$ cat src/lcdsd_pkg.sv
// Overview of operation
// Thirty-two segment outputs and four common outputs drive up to 32 by 4 dots.
// Drive mode is a build-time choice among five bias and duty combinations.
// Alternating frequency is the source clock divided by 64, 128, 256 or 512.
// Frame rate is alternating frequency over number of commons in use.
// Thirty-two display RAM entries of four bits; entry n controls segment n.
// Hardware refreshes segment outputs from display RAM with no processor action.
// RAM bit one lights its dot; RAM bit zero leaves it unlit.
// Bit k of an entry controls the dot on common line k.
// Display-on command enables display, also in hold; display-off blanks it.
// All dots are driven lit while reset is asserted.
// Display goes off when reset ends; software must issue display-on.
// DC mode: entry 4g drives segment pins 4g..4g+3, bit 3 highest.
// DC mode: entries driving no pins remain ordinary read/write storage.
// Output type select is eight bits, write-only, loaded by immediate move.
// DC mode: type bit k set makes pins 4k..4k+3 open-drain, else push-pull.
// Static, half, third, quarter duty use one, two, three, four commons.
// Commons are selected in turn; drive polarity reverses every frame.
package lcdsd_pkg;

    // ----------------------------------------------------------------
    // Geometry
    // ----------------------------------------------------------------
    localparam int SEG_NUM        = 32;
    localparam int COM_NUM        = 4;
    localparam int RAM_DEPTH      = 32;
    localparam int RAM_WIDTH      = 4;
    localparam int RAM_ADDR_W     = 5;
    localparam int TYPE_SEL_WIDTH = 8;
    localparam int DC_GROUP       = 4;
    localparam int LVL_W          = 2;
    localparam int SLOT_W         = 2;

    // ----------------------------------------------------------------
    // Drive modes (build-time)
    // ----------------------------------------------------------------
    localparam logic [2:0] MODE_STATIC = 3'h0;
    localparam logic [2:0] MODE_B2_D2  = 3'h1;
    localparam logic [2:0] MODE_B2_D3  = 3'h2;
    localparam logic [2:0] MODE_B3_D3  = 3'h3;
    localparam logic [2:0] MODE_B3_D4  = 3'h4;

    // ----------------------------------------------------------------
    // Alternating frequency divider
    // ----------------------------------------------------------------
    localparam logic [1:0] FREQ_DIV64  = 2'h0;
    localparam logic [1:0] FREQ_DIV512 = 2'h3;
    localparam int         DIV_BASE    = 64;
    localparam int         DIV_CNT_W   = 9;

    // ----------------------------------------------------------------
    // Drive level codes: VSS, VDD1, VDD2, VDD3
    // ----------------------------------------------------------------
    localparam logic [1:0] LVL_VSS  = 2'h0;
    localparam logic [1:0] LVL_VDD1 = 2'h1;
    localparam logic [1:0] LVL_VDD2 = 2'h2;
    localparam logic [1:0] LVL_VDD3 = 2'h3;

    // ----------------------------------------------------------------
    // Reset values and display states
    // ----------------------------------------------------------------
    localparam logic [7:0] TYPE_SEL_RST = 8'h00;

    typedef enum logic [2:0] {
        DSP_LIT = 3'b001,
        DSP_OFF = 3'b010,
        DSP_ON  = 3'b100
    } lcdsd_disp_t;

endpackage

$ cat src/lcdsd_alt_div.sv
module lcdsd_alt_div #(
    parameter logic [1:0] DIV_SEL = lcdsd_pkg::FREQ_DIV512
) (
    input  wire logic sys_clk,   // System clock
    input  wire logic rst,       // Async reset, high
    input  wire logic src_tick,  // Display source clock tick
    output logic      alt_tick   // Alternating frequency tick
);

    localparam int                               DIVISOR  = lcdsd_pkg::DIV_BASE << DIV_SEL;
    localparam logic [lcdsd_pkg::DIV_CNT_W-1:0]  DIV_LAST = lcdsd_pkg::DIV_CNT_W'(DIVISOR - 1);

    typedef struct packed {
        logic [lcdsd_pkg::DIV_CNT_W-1:0] cnt;
        logic                            tick;
    } lcdsd_div_state_t;

    lcdsd_div_state_t s_r;
    lcdsd_div_state_t s_nxt;

    // ----------------------------------------------------------------
    // Divider
    // ----------------------------------------------------------------
    // Divide by selected ratio
    always_comb begin
        s_nxt      = s_r;
        s_nxt.tick = 1'b0;
        if (src_tick) begin
            if (s_r.cnt == DIV_LAST) begin
                s_nxt.cnt  = '0;
                s_nxt.tick = 1'b1;
            end else begin
                s_nxt.cnt = lcdsd_pkg::DIV_CNT_W'(s_r.cnt + 1'b1);
            end
        end
    end

    // State register
    always_ff @(posedge sys_clk or posedge rst) begin
        if (rst) begin
            s_r <= '0;
        end else begin
            s_r <= s_nxt;
        end
    end

    assign alt_tick = s_r.tick;

    // Independent count of source ticks between output ticks
    logic [9:0] chk_ticks;
    always_ff @(posedge sys_clk or posedge rst) begin
        if (rst) begin
            chk_ticks <= '0;
        end else if (alt_tick) begin
            chk_ticks <= src_tick ? 10'h001 : 10'h000;
        end else if (src_tick) begin
            chk_ticks <= 10'(chk_ticks + 1'b1);
        end
    end
endmodule

$ cat src/lcdsd_driver.sv
module lcdsd_driver #(
    parameter logic [2:0] DRIVE_MODE = lcdsd_pkg::MODE_B3_D4,  // Mask option
    parameter logic [1:0] FREQ_SEL   = lcdsd_pkg::FREQ_DIV512, // Mask option
    parameter bit         DC_OUTPUT  = 1'b0                    // Mask option
) (
    input  wire logic                                             sys_clk,               // 50 MHz clock
    input  wire logic                                             rst,                   // Async reset, high
    input  wire logic                                             src_tick,              // Display source tick
    input  wire logic                                             ram_wr_en,             // RAM write strobe
    input  wire logic [lcdsd_pkg::RAM_ADDR_W-1:0]                 ram_wr_addr,           // RAM write entry
    input  wire logic [lcdsd_pkg::RAM_WIDTH-1:0]                  ram_wr_data,           // RAM write nibble
    input  wire logic                                             ram_rd_en,             // RAM read strobe
    input  wire logic [lcdsd_pkg::RAM_ADDR_W-1:0]                 ram_rd_addr,           // RAM read entry
    output logic      [lcdsd_pkg::RAM_WIDTH-1:0]                  ram_rd_data,           // RAM read nibble
    output logic                                                  ram_rd_valid,          // Read data valid
    input  wire logic                                             display_on_instruction,  // On command pulse
    input  wire logic                                             display_off_instruction, // Off command pulse
    input  wire logic                                             type_sel_wr,           // Type select load
    input  wire logic [lcdsd_pkg::TYPE_SEL_WIDTH-1:0]             type_sel_data,         // Immediate operand
    output logic      [lcdsd_pkg::SEG_NUM*lcdsd_pkg::LVL_W-1:0]   segment_output_line,   // Segment levels
    output logic      [lcdsd_pkg::COM_NUM*lcdsd_pkg::LVL_W-1:0]   common_output_line,    // Common levels
    output logic      [lcdsd_pkg::SEG_NUM-1:0]                    seg_dc_out,            // DC pin value
    output logic      [lcdsd_pkg::SEG_NUM-1:0]                    seg_dc_oe,             // DC pin drive enable
    output logic                                                  display_active         // Display shown
);

    // ----------------------------------------------------------------
    // Mode decode
    // ----------------------------------------------------------------
    // Commons in use per drive mode
    localparam logic [1:0] LAST_SLOT =
        (DRIVE_MODE == lcdsd_pkg::MODE_STATIC) ? 2'h0 :
        (DRIVE_MODE == lcdsd_pkg::MODE_B2_D2)  ? 2'h1 :
        (DRIVE_MODE == lcdsd_pkg::MODE_B3_D4)  ? 2'h3 : 2'h2;
    // Bias and top level from mask mode
    localparam bit         THIRD_BIAS = (DRIVE_MODE == lcdsd_pkg::MODE_B3_D3) ||
                                        (DRIVE_MODE == lcdsd_pkg::MODE_B3_D4);
    localparam logic [1:0] TOP_LVL    =
        (DRIVE_MODE == lcdsd_pkg::MODE_STATIC) ? lcdsd_pkg::LVL_VDD1 :
        THIRD_BIAS ? lcdsd_pkg::LVL_VDD3 : lcdsd_pkg::LVL_VDD2;

    localparam int SEG_BITS = lcdsd_pkg::SEG_NUM * lcdsd_pkg::LVL_W;
    localparam int COM_BITS = lcdsd_pkg::COM_NUM * lcdsd_pkg::LVL_W;

    typedef struct packed {
        logic [lcdsd_pkg::RAM_DEPTH-1:0][lcdsd_pkg::RAM_WIDTH-1:0] ram;
        logic [lcdsd_pkg::TYPE_SEL_WIDTH-1:0]                      type_sel;
        lcdsd_pkg::lcdsd_disp_t                                    disp;
        logic [lcdsd_pkg::SLOT_W-1:0]                              slot;
        logic                                                      pol;
        logic [lcdsd_pkg::RAM_WIDTH-1:0]                           rd_data;
        logic                                                      rd_valid;
        logic [SEG_BITS-1:0]                                       seg_lvl;
        logic [COM_BITS-1:0]                                       com_lvl;
        logic [lcdsd_pkg::SEG_NUM-1:0]                             dc_out;
        logic [lcdsd_pkg::SEG_NUM-1:0]                             dc_oe;
        logic                                                      active;
    } lcdsd_state_t;

    // ----------------------------------------------------------------
    // Level helpers
    // ----------------------------------------------------------------
    // Selected common swings full, other used commons sit at bias, unused ones at VSS
    function automatic logic [1:0] com_level(input int c, input logic [1:0] slot, input logic pol);
        logic [1:0] lvl;
        lvl = lcdsd_pkg::LVL_VSS;
        if (c > int'(LAST_SLOT)) begin
            lvl = lcdsd_pkg::LVL_VSS;
        end else if (2'(c) == slot) begin
            lvl = pol ? lcdsd_pkg::LVL_VSS : TOP_LVL;
        end else if (THIRD_BIAS) begin
            lvl = pol ? lcdsd_pkg::LVL_VDD2 : lcdsd_pkg::LVL_VDD1;
        end else begin
            lvl = lcdsd_pkg::LVL_VDD1;
        end
        return lvl;
    endfunction

    // Lit opposes selected common, unlit follows it
    function automatic logic [1:0] seg_level(input logic dot, input logic pol);
        logic [1:0] lvl;
        lvl = lcdsd_pkg::LVL_VSS;
        if (dot) begin
            lvl = pol ? TOP_LVL : lcdsd_pkg::LVL_VSS;
        end else if (THIRD_BIAS) begin
            lvl = pol ? lcdsd_pkg::LVL_VDD1 : lcdsd_pkg::LVL_VDD2;
        end else begin
            lvl = pol ? lcdsd_pkg::LVL_VSS : TOP_LVL;
        end
        return lvl;
    endfunction

    // Reset picture: level builds select every used common and light every dot; DC builds drive every DC pin low
    function automatic lcdsd_state_t rst_state();
        lcdsd_state_t r;
        r          = '0;
        r.type_sel = lcdsd_pkg::TYPE_SEL_RST;
        r.disp     = lcdsd_pkg::DSP_LIT;
        r.active   = 1'b1;
        if (DC_OUTPUT) begin
            r.dc_oe = '1;
        end else begin
            for (int c = 0; c < lcdsd_pkg::COM_NUM; c++) begin
                r.com_lvl[c*lcdsd_pkg::LVL_W +: lcdsd_pkg::LVL_W] = com_level(c, 2'(c), 1'b0);
            end
            for (int i = 0; i < lcdsd_pkg::SEG_NUM; i++) begin
                r.seg_lvl[i*lcdsd_pkg::LVL_W +: lcdsd_pkg::LVL_W] = seg_level(1'b1, 1'b0);
            end
        end
        return r;
    endfunction

    localparam lcdsd_state_t ST_RST = rst_state();

    lcdsd_state_t s_r;
    lcdsd_state_t s_nxt;
    logic         alt_tick;

    // ----------------------------------------------------------------
    // Alternating frequency
    // ----------------------------------------------------------------
    lcdsd_alt_div #(
        .DIV_SEL (FREQ_SEL)
    ) u_alt_div (
        .sys_clk  (sys_clk),
        .rst      (rst),
        .src_tick (src_tick),
        .alt_tick (alt_tick)
    );

    // ----------------------------------------------------------------
    // Next state
    // ----------------------------------------------------------------
    // Storage, commands, scan and pin drive in one pass
    always_comb begin
        logic       dot;
        logic [1:0] lvl;
        int         grp;
        dot = 1'b0;
        lvl = lcdsd_pkg::LVL_VSS;
        grp = 0;
        s_nxt          = s_r;
        s_nxt.rd_valid = 1'b0;

        // Nibble storage, one entry per segment
        if (ram_wr_en) begin
            s_nxt.ram[ram_wr_addr] = ram_wr_data;
        end
        // Reads see stored data; same-cycle write not forwarded
        if (ram_rd_en) begin
            s_nxt.rd_data  = s_r.ram[ram_rd_addr];
            s_nxt.rd_valid = 1'b1;
        end
        // Load only, no read path exists
        if (type_sel_wr) begin
            s_nxt.type_sel = type_sel_data;
        end

        // Lit picture ends one edge after reset release
        case (s_r.disp)
            lcdsd_pkg::DSP_LIT: s_nxt.disp = lcdsd_pkg::DSP_OFF;
            lcdsd_pkg::DSP_OFF: s_nxt.disp = lcdsd_pkg::DSP_OFF;
            lcdsd_pkg::DSP_ON:  s_nxt.disp = lcdsd_pkg::DSP_ON;
            default:            s_nxt.disp = lcdsd_pkg::DSP_OFF;
        endcase
        // Off wins if both commands arrive together
        if (display_off_instruction) begin
            s_nxt.disp = lcdsd_pkg::DSP_OFF;
        end else if (display_on_instruction) begin
            s_nxt.disp = lcdsd_pkg::DSP_ON;
        end

        // Frame lasts one tick per used common
        // Step common slot; flip polarity each frame
        if (alt_tick) begin
            if (s_r.slot == LAST_SLOT) begin
                s_nxt.slot = '0;
                s_nxt.pol  = ~s_r.pol;
            end else begin
                s_nxt.slot = 2'(s_r.slot + 1'b1);
            end
        end

        s_nxt.active = (s_r.disp != lcdsd_pkg::DSP_OFF);

        // Pins rebuilt every cycle from RAM, no software
        for (int c = 0; c < lcdsd_pkg::COM_NUM; c++) begin
            lvl = com_level(c, s_r.slot, s_r.pol);
            if (DC_OUTPUT || s_r.disp == lcdsd_pkg::DSP_OFF) begin
                lvl = lcdsd_pkg::LVL_VSS;
            end
            s_nxt.com_lvl[c*lcdsd_pkg::LVL_W +: lcdsd_pkg::LVL_W] = lvl;
        end
        for (int i = 0; i < lcdsd_pkg::SEG_NUM; i++) begin
            // Bit index equals active common
            dot = s_r.ram[i][s_r.slot];
            // Lit picture forces every dot on
            if (s_r.disp == lcdsd_pkg::DSP_LIT) begin
                dot = 1'b1;
            end
            lvl = seg_level(dot, s_r.pol);
            if (DC_OUTPUT || s_r.disp == lcdsd_pkg::DSP_OFF) begin
                lvl = lcdsd_pkg::LVL_VSS;
            end
            s_nxt.seg_lvl[i*lcdsd_pkg::LVL_W +: lcdsd_pkg::LVL_W] = lvl;

            // Group leader entry drives four pins
            grp = i / lcdsd_pkg::DC_GROUP;
            dot = s_r.ram[grp*lcdsd_pkg::DC_GROUP][i % lcdsd_pkg::DC_GROUP];
            if (DC_OUTPUT) begin
                s_nxt.dc_out[i] = dot;
                // Open drain drives low only
                s_nxt.dc_oe[i]  = s_r.type_sel[grp] ? ~dot : 1'b1;
            end else begin
                s_nxt.dc_out[i] = 1'b0;
                s_nxt.dc_oe[i]  = 1'b0;
            end
        end
    end

    // ----------------------------------------------------------------
    // State register
    // ----------------------------------------------------------------
    // Reset holds a fixed picture, all dots lit or in a DC build all DC pins low; scanning needs the clock
    always_ff @(posedge sys_clk or posedge rst) begin
        if (rst) begin
            s_r <= ST_RST;
        end else begin
            s_r <= s_nxt;
        end
    end

    // 32 segment and 4 common level outputs
    // Outputs straight from the state flops
    assign ram_rd_data         = s_r.rd_data;
    assign ram_rd_valid        = s_r.rd_valid;
    assign segment_output_line = s_r.seg_lvl;
    assign common_output_line  = s_r.com_lvl;
    assign seg_dc_out          = s_r.dc_out;
    assign seg_dc_oe           = s_r.dc_oe;
    assign display_active      = s_r.active;
endmodule

$ cat config.mk
export PLATFORM = sky130hd
export DESIGN_NAME = lcdsd_driver
export DESIGN_NICKNAME = d
export VERILOG_FILES = /design/src/lcdsd_pkg.sv /design/src/lcdsd_alt_div.sv /design/src/lcdsd_driver.sv
export SDC_FILE = /design/constraint.sdc
export NUM_CORES = 1
export LEC_CHECK = 0
export BUFFER_PORTS_ARGS = -buffer_cell sky130_fd_sc_hd__clkbuf_2
export CAP_MARGIN = 0
export CORE_ASPECT_RATIO = 1.75
export CORE_MARGIN = 2
export CORE_UTILIZATION = 25
export CTS_CLUSTER_SIZE = 10
export DETAILED_ROUTE_END_ITERATION = 10
export PLACE_DENSITY = 0.46
export SYNTH_ARGS = -nofsm -noshare
export SYNTH_HDL_FRONTEND = slang
export SYNTH_SLANG_ARGS = --single-unit
$ cat constraint.sdc
create_clock -name sys_clk -period 6.2 [get_ports sys_clk]
set_input_delay 0.62 -clock sys_clk [delete_from_list [all_inputs] [get_ports sys_clk]]
set_output_delay 0.62 -clock sys_clk [all_outputs]
set_load 0.05 [all_outputs]
==> impl_metrics.csv <==
group,metric,value,unit
layout,final_common_cell,"dfrtp_1",
critical_path,startpoint_type,"input pin",
clock_tree,cts_hold_buf,0,
logic_synthesis,synth_area_leaders,"dfrtp_1, mux2_2, buf_4",
job,drv_cap,0,
global_route,gr-total-overflow,0,
placed_design,place_hpwl,18500,um
floorplan,pin_count,172,
critical_path,cp_data_required_time,6600,ps
layout,drive_gt1_frac,0.349,
route,ant_nets,0,
route,drtPass1Iterations,4,
clock_tree,cts_resized,0,
floorplan,start_util,0.253,
logic_synthesis,synth_largest_area_cell,"dfrtp_1",
critical_path,cp-end-kind,"register",
route,via_per_inst,4.45,
critical_path,cp_data_arrival_time,3030,ps
layout,antenna_cells,0,
global_route,grt_use_total,0.124,
clock_tree,cts_setup_buffers,0,
placed_design,placedCellCount,1416,
critical_path,crit_path_start,"ram_rd_addr[0]",
logic_synthesis,synthAdderAreaFrac,0.00835,
power,ir_worst_vdd,0.000126,V
timing,fin_tns_setup,0,ps
layout,nets,917,
timing,fin_skew,11.0,ps
logic_synthesis,yosysWarnings,0,
logic_synthesis,synth_compound_area_frac,0.0673,
floorplan,core.rowCount,99,
route,first_iter_violations,363,
critical_path,cp.depth,7,
clock_tree,cts_tree,"done",
logic_synthesis,async_reset_ff_frac,1.00,
critical_path,path_class,"in -> reg",
timing,rsz0062_at_grt,"no",
floorplan,fp.dieW,159,um
timing,fmax,380,MHz
floorplan,coreArea,41500,um^2
route,routedWlPerCell,18.4,um
timing,fin_crit,2630,ps
placed_design,numPortBuffers,98,
critical_path,reg2reg_setup_slack,3780,ps
timing,drv_slew,0,
logic_synthesis,synthMuxAreaShare,0.275,
logic_synthesis,synthFlopType,"dfrtp_1",
floorplan,die_area,43700,um^2
timing,slew_headroom,0.361,
power,powerDensity,314,nW/um^2
critical_path,regToRegStartpoint,"s_r[143]",
clock_tree,htree_levels,4,
global_route,antenna_found_initial,2,
logic_synthesis,syn_area_per_cell,11.9,um^2
logic_synthesis,synth_top_family_by_area,"multiplexers",
global_route,grt_max_degree,125,
global_route,grt_pass1_vias,6617,
logic_synthesis,synth_area,10500,um^2
logic_synthesis,syn_inst,881,
clock_tree,clock_latency,450,ps
route,wirelength,26600,um
layout,design_area,11200,um^2
critical_path,path_max_fanout,41,
layout,synthToLayoutAreaGrowth,6.87,%
placed_design,gp_congestion,0.783,
critical_path,critical-path-top-delay-family,"buffers and inverters",
timing,worstMarginPinSlew,959,ps
timing,finalHoldViolCount,0,
placed_design,dpl_cell_area,10700,um^2
clock_tree,clockBufferDepth,2,
clock_tree,root_buffer,"clkbuf_16",
critical_path,critPathCapture,"ram_rd_data[2]",
layout,fin_util,0.270,
outcome,status,"complete, no violations",
logic_synthesis,synth_top_area_share,0.432,
min_path,hold_path_class,"in -> async",
logic_synthesis,ys_seq_area_frac,0.449,
timing,setup_viol,0,
critical_path,crit_buf_inv,2,
critical_path,worst_path_most_repeated_cell,"buf_4",
critical_path,cpPeakStageDelay,550,ps
timing,finalCritPeriodShare,0.424,
critical_path,worstPathCellList,"buf_4 -> buf_4 -> mux2i_1 -> a22oi_1 -> a21oi_1 -> nor4_1 -> mux2_2",
floorplan,die_h,275,um
route,vias,6441,
clock_tree,clkTransAtPathRegs,70,ps
logic_synthesis,synth_edf_count,0,
global_route,grt_first_pass_wirelength,40900,um
logic_synthesis,ys_ff_latch,188,
layout,fin_cells,1448,
clock_tree,cts.sinks,188,
logic_synthesis,synth.distinct_cells,42,
power,leakage,5.03,nW
critical_path,rr_endpoint,"segment_output_line[23]",
layout,most-common-layout-cells,"dfrtp_1, mux2_2, clkbuf_2",
critical_path,slowest_stage,"buf_4",
critical_path,ff2ff_path_depth,4,
clock_tree,cts_inserted_buffers,17,
logic_synthesis,synth_xor_area_frac,0.00668,
route,route.detailed.drc,0,
logic_synthesis,synth-simple-area-share,0.0632,
-- registers in the layout (all words and copies together) (netlist names) --
register and flops:
s_r 134, segment_output_line 33, u_alt_div.s_r 9, common_output_line 5, ram_rd_data 4, display_active 1
ram_rd_valid 1, u_alt_div.alt_tick 1
-- cell families (layout without fill, tap and decap cells) --
| kind of cell | after synthesis | in the layout |
|---|---|---|
| buffers and inverters | 198 | 146 |
| muxes | 230 | 230 |
| other | 1 | 65 |
| DFF | 188 | 188 |
| xor gates and xnor gates | 8 | 8 |
| adders and majority gates | 7 | 7 |
| and+or+nand+nor | 126 | 126 |
| AOI/OAI and AO/OA | 123 | 123 |
-- where the power goes --
group | leakage (nW) | total (W) | internal (W) | switching, W
sequential | 2.34 | 0.00163 | 0.00146 | 0.000171
combinational | 2.42 | 0.000850 | 0.000327 | 0.000523
clock | 0.265 | 0.00105 | 0.000552 | 0.000495
total | 5.03 | 0.00352 | 0.00233 | 0.00119
-- routing by layer --
layer  vias to the layer above  global-route usage  wire (um)  share of wire
met5                         -                   0         25        0.00094
met4                         4              0.0534        818          0.031
met3                        42              0.0308       1200          0.045
met2                       207               0.232      14100           0.53
met1                      3243               0.133      10500           0.39
li1                       2945                   -          -              -
-- stage by stage --
stage	hold slack [ps]	total power (W)	setup slack, ps
6_report	268	0.00352	3570
5_1_grt	321	0.00370	3540
4_1_cts	312	0.00357	3670
3_3_place_gp	508	0.00250	3210
3_5_place_dp	516	0.00251	3190
2_1_floorplan	482	0.00236	478
-- worst min-delay path by stage --
stage | from | endpoint | slack (ps) | depth (start not counted)
2_1_floorplan | ram_rd_data[0] | ram_rd_data[0] | 480 | 1
3_5_place_dp | s_r[165] | s_r[165] | 520 | 1
3_3_place_gp | s_r[164] | s_r[164] | 510 | 1
4_1_cts | display_off_instruction | s_r[147] | 310 | 2
6_report | rst | segment_output_line[29] | 270 | 2
5_1_grt | display_off_instruction | s_r[147] | 320 | 2
-- synth_stat cells, drive strengths merged, types with 3 or more instances --
cell type  instances
nor2              32
nand3              6
buf              157
nand2b             3
xnor2              6
dfrtp            181
ha                 7
mux2             134
nor2b              3
nor4               4
dfstp              7
mux2i             64
nand3b             5
clkbuf            35
a22oi             32
nor3b              6
mux4              32
or3               32
nand2             24
inv                6
o21ai             38
a21oi             49
-- area by class of cell --
type,instances,area (um^2)
clock buffer,21,440
timing repair buffer,108,568
fill,4260,30300
inverter,6,30.0
tap,555,694
clock inverter,11,93.8
sequential,188,4710
multi-input combinational,559,4670
-- worst register-to-register path, delay by kind of cell, from the launching register on --
family | cells | cell delay (ps)
multiplexers | 1 | 660
AO/OA/AOI/OAI | 1 | 200
AND/OR/NAND/NOR | 1 | 350
flip-flops | 1 | 570
buffers and inverters | 1 | 560
Note: power is estimated with default switching activity, not from simulation.
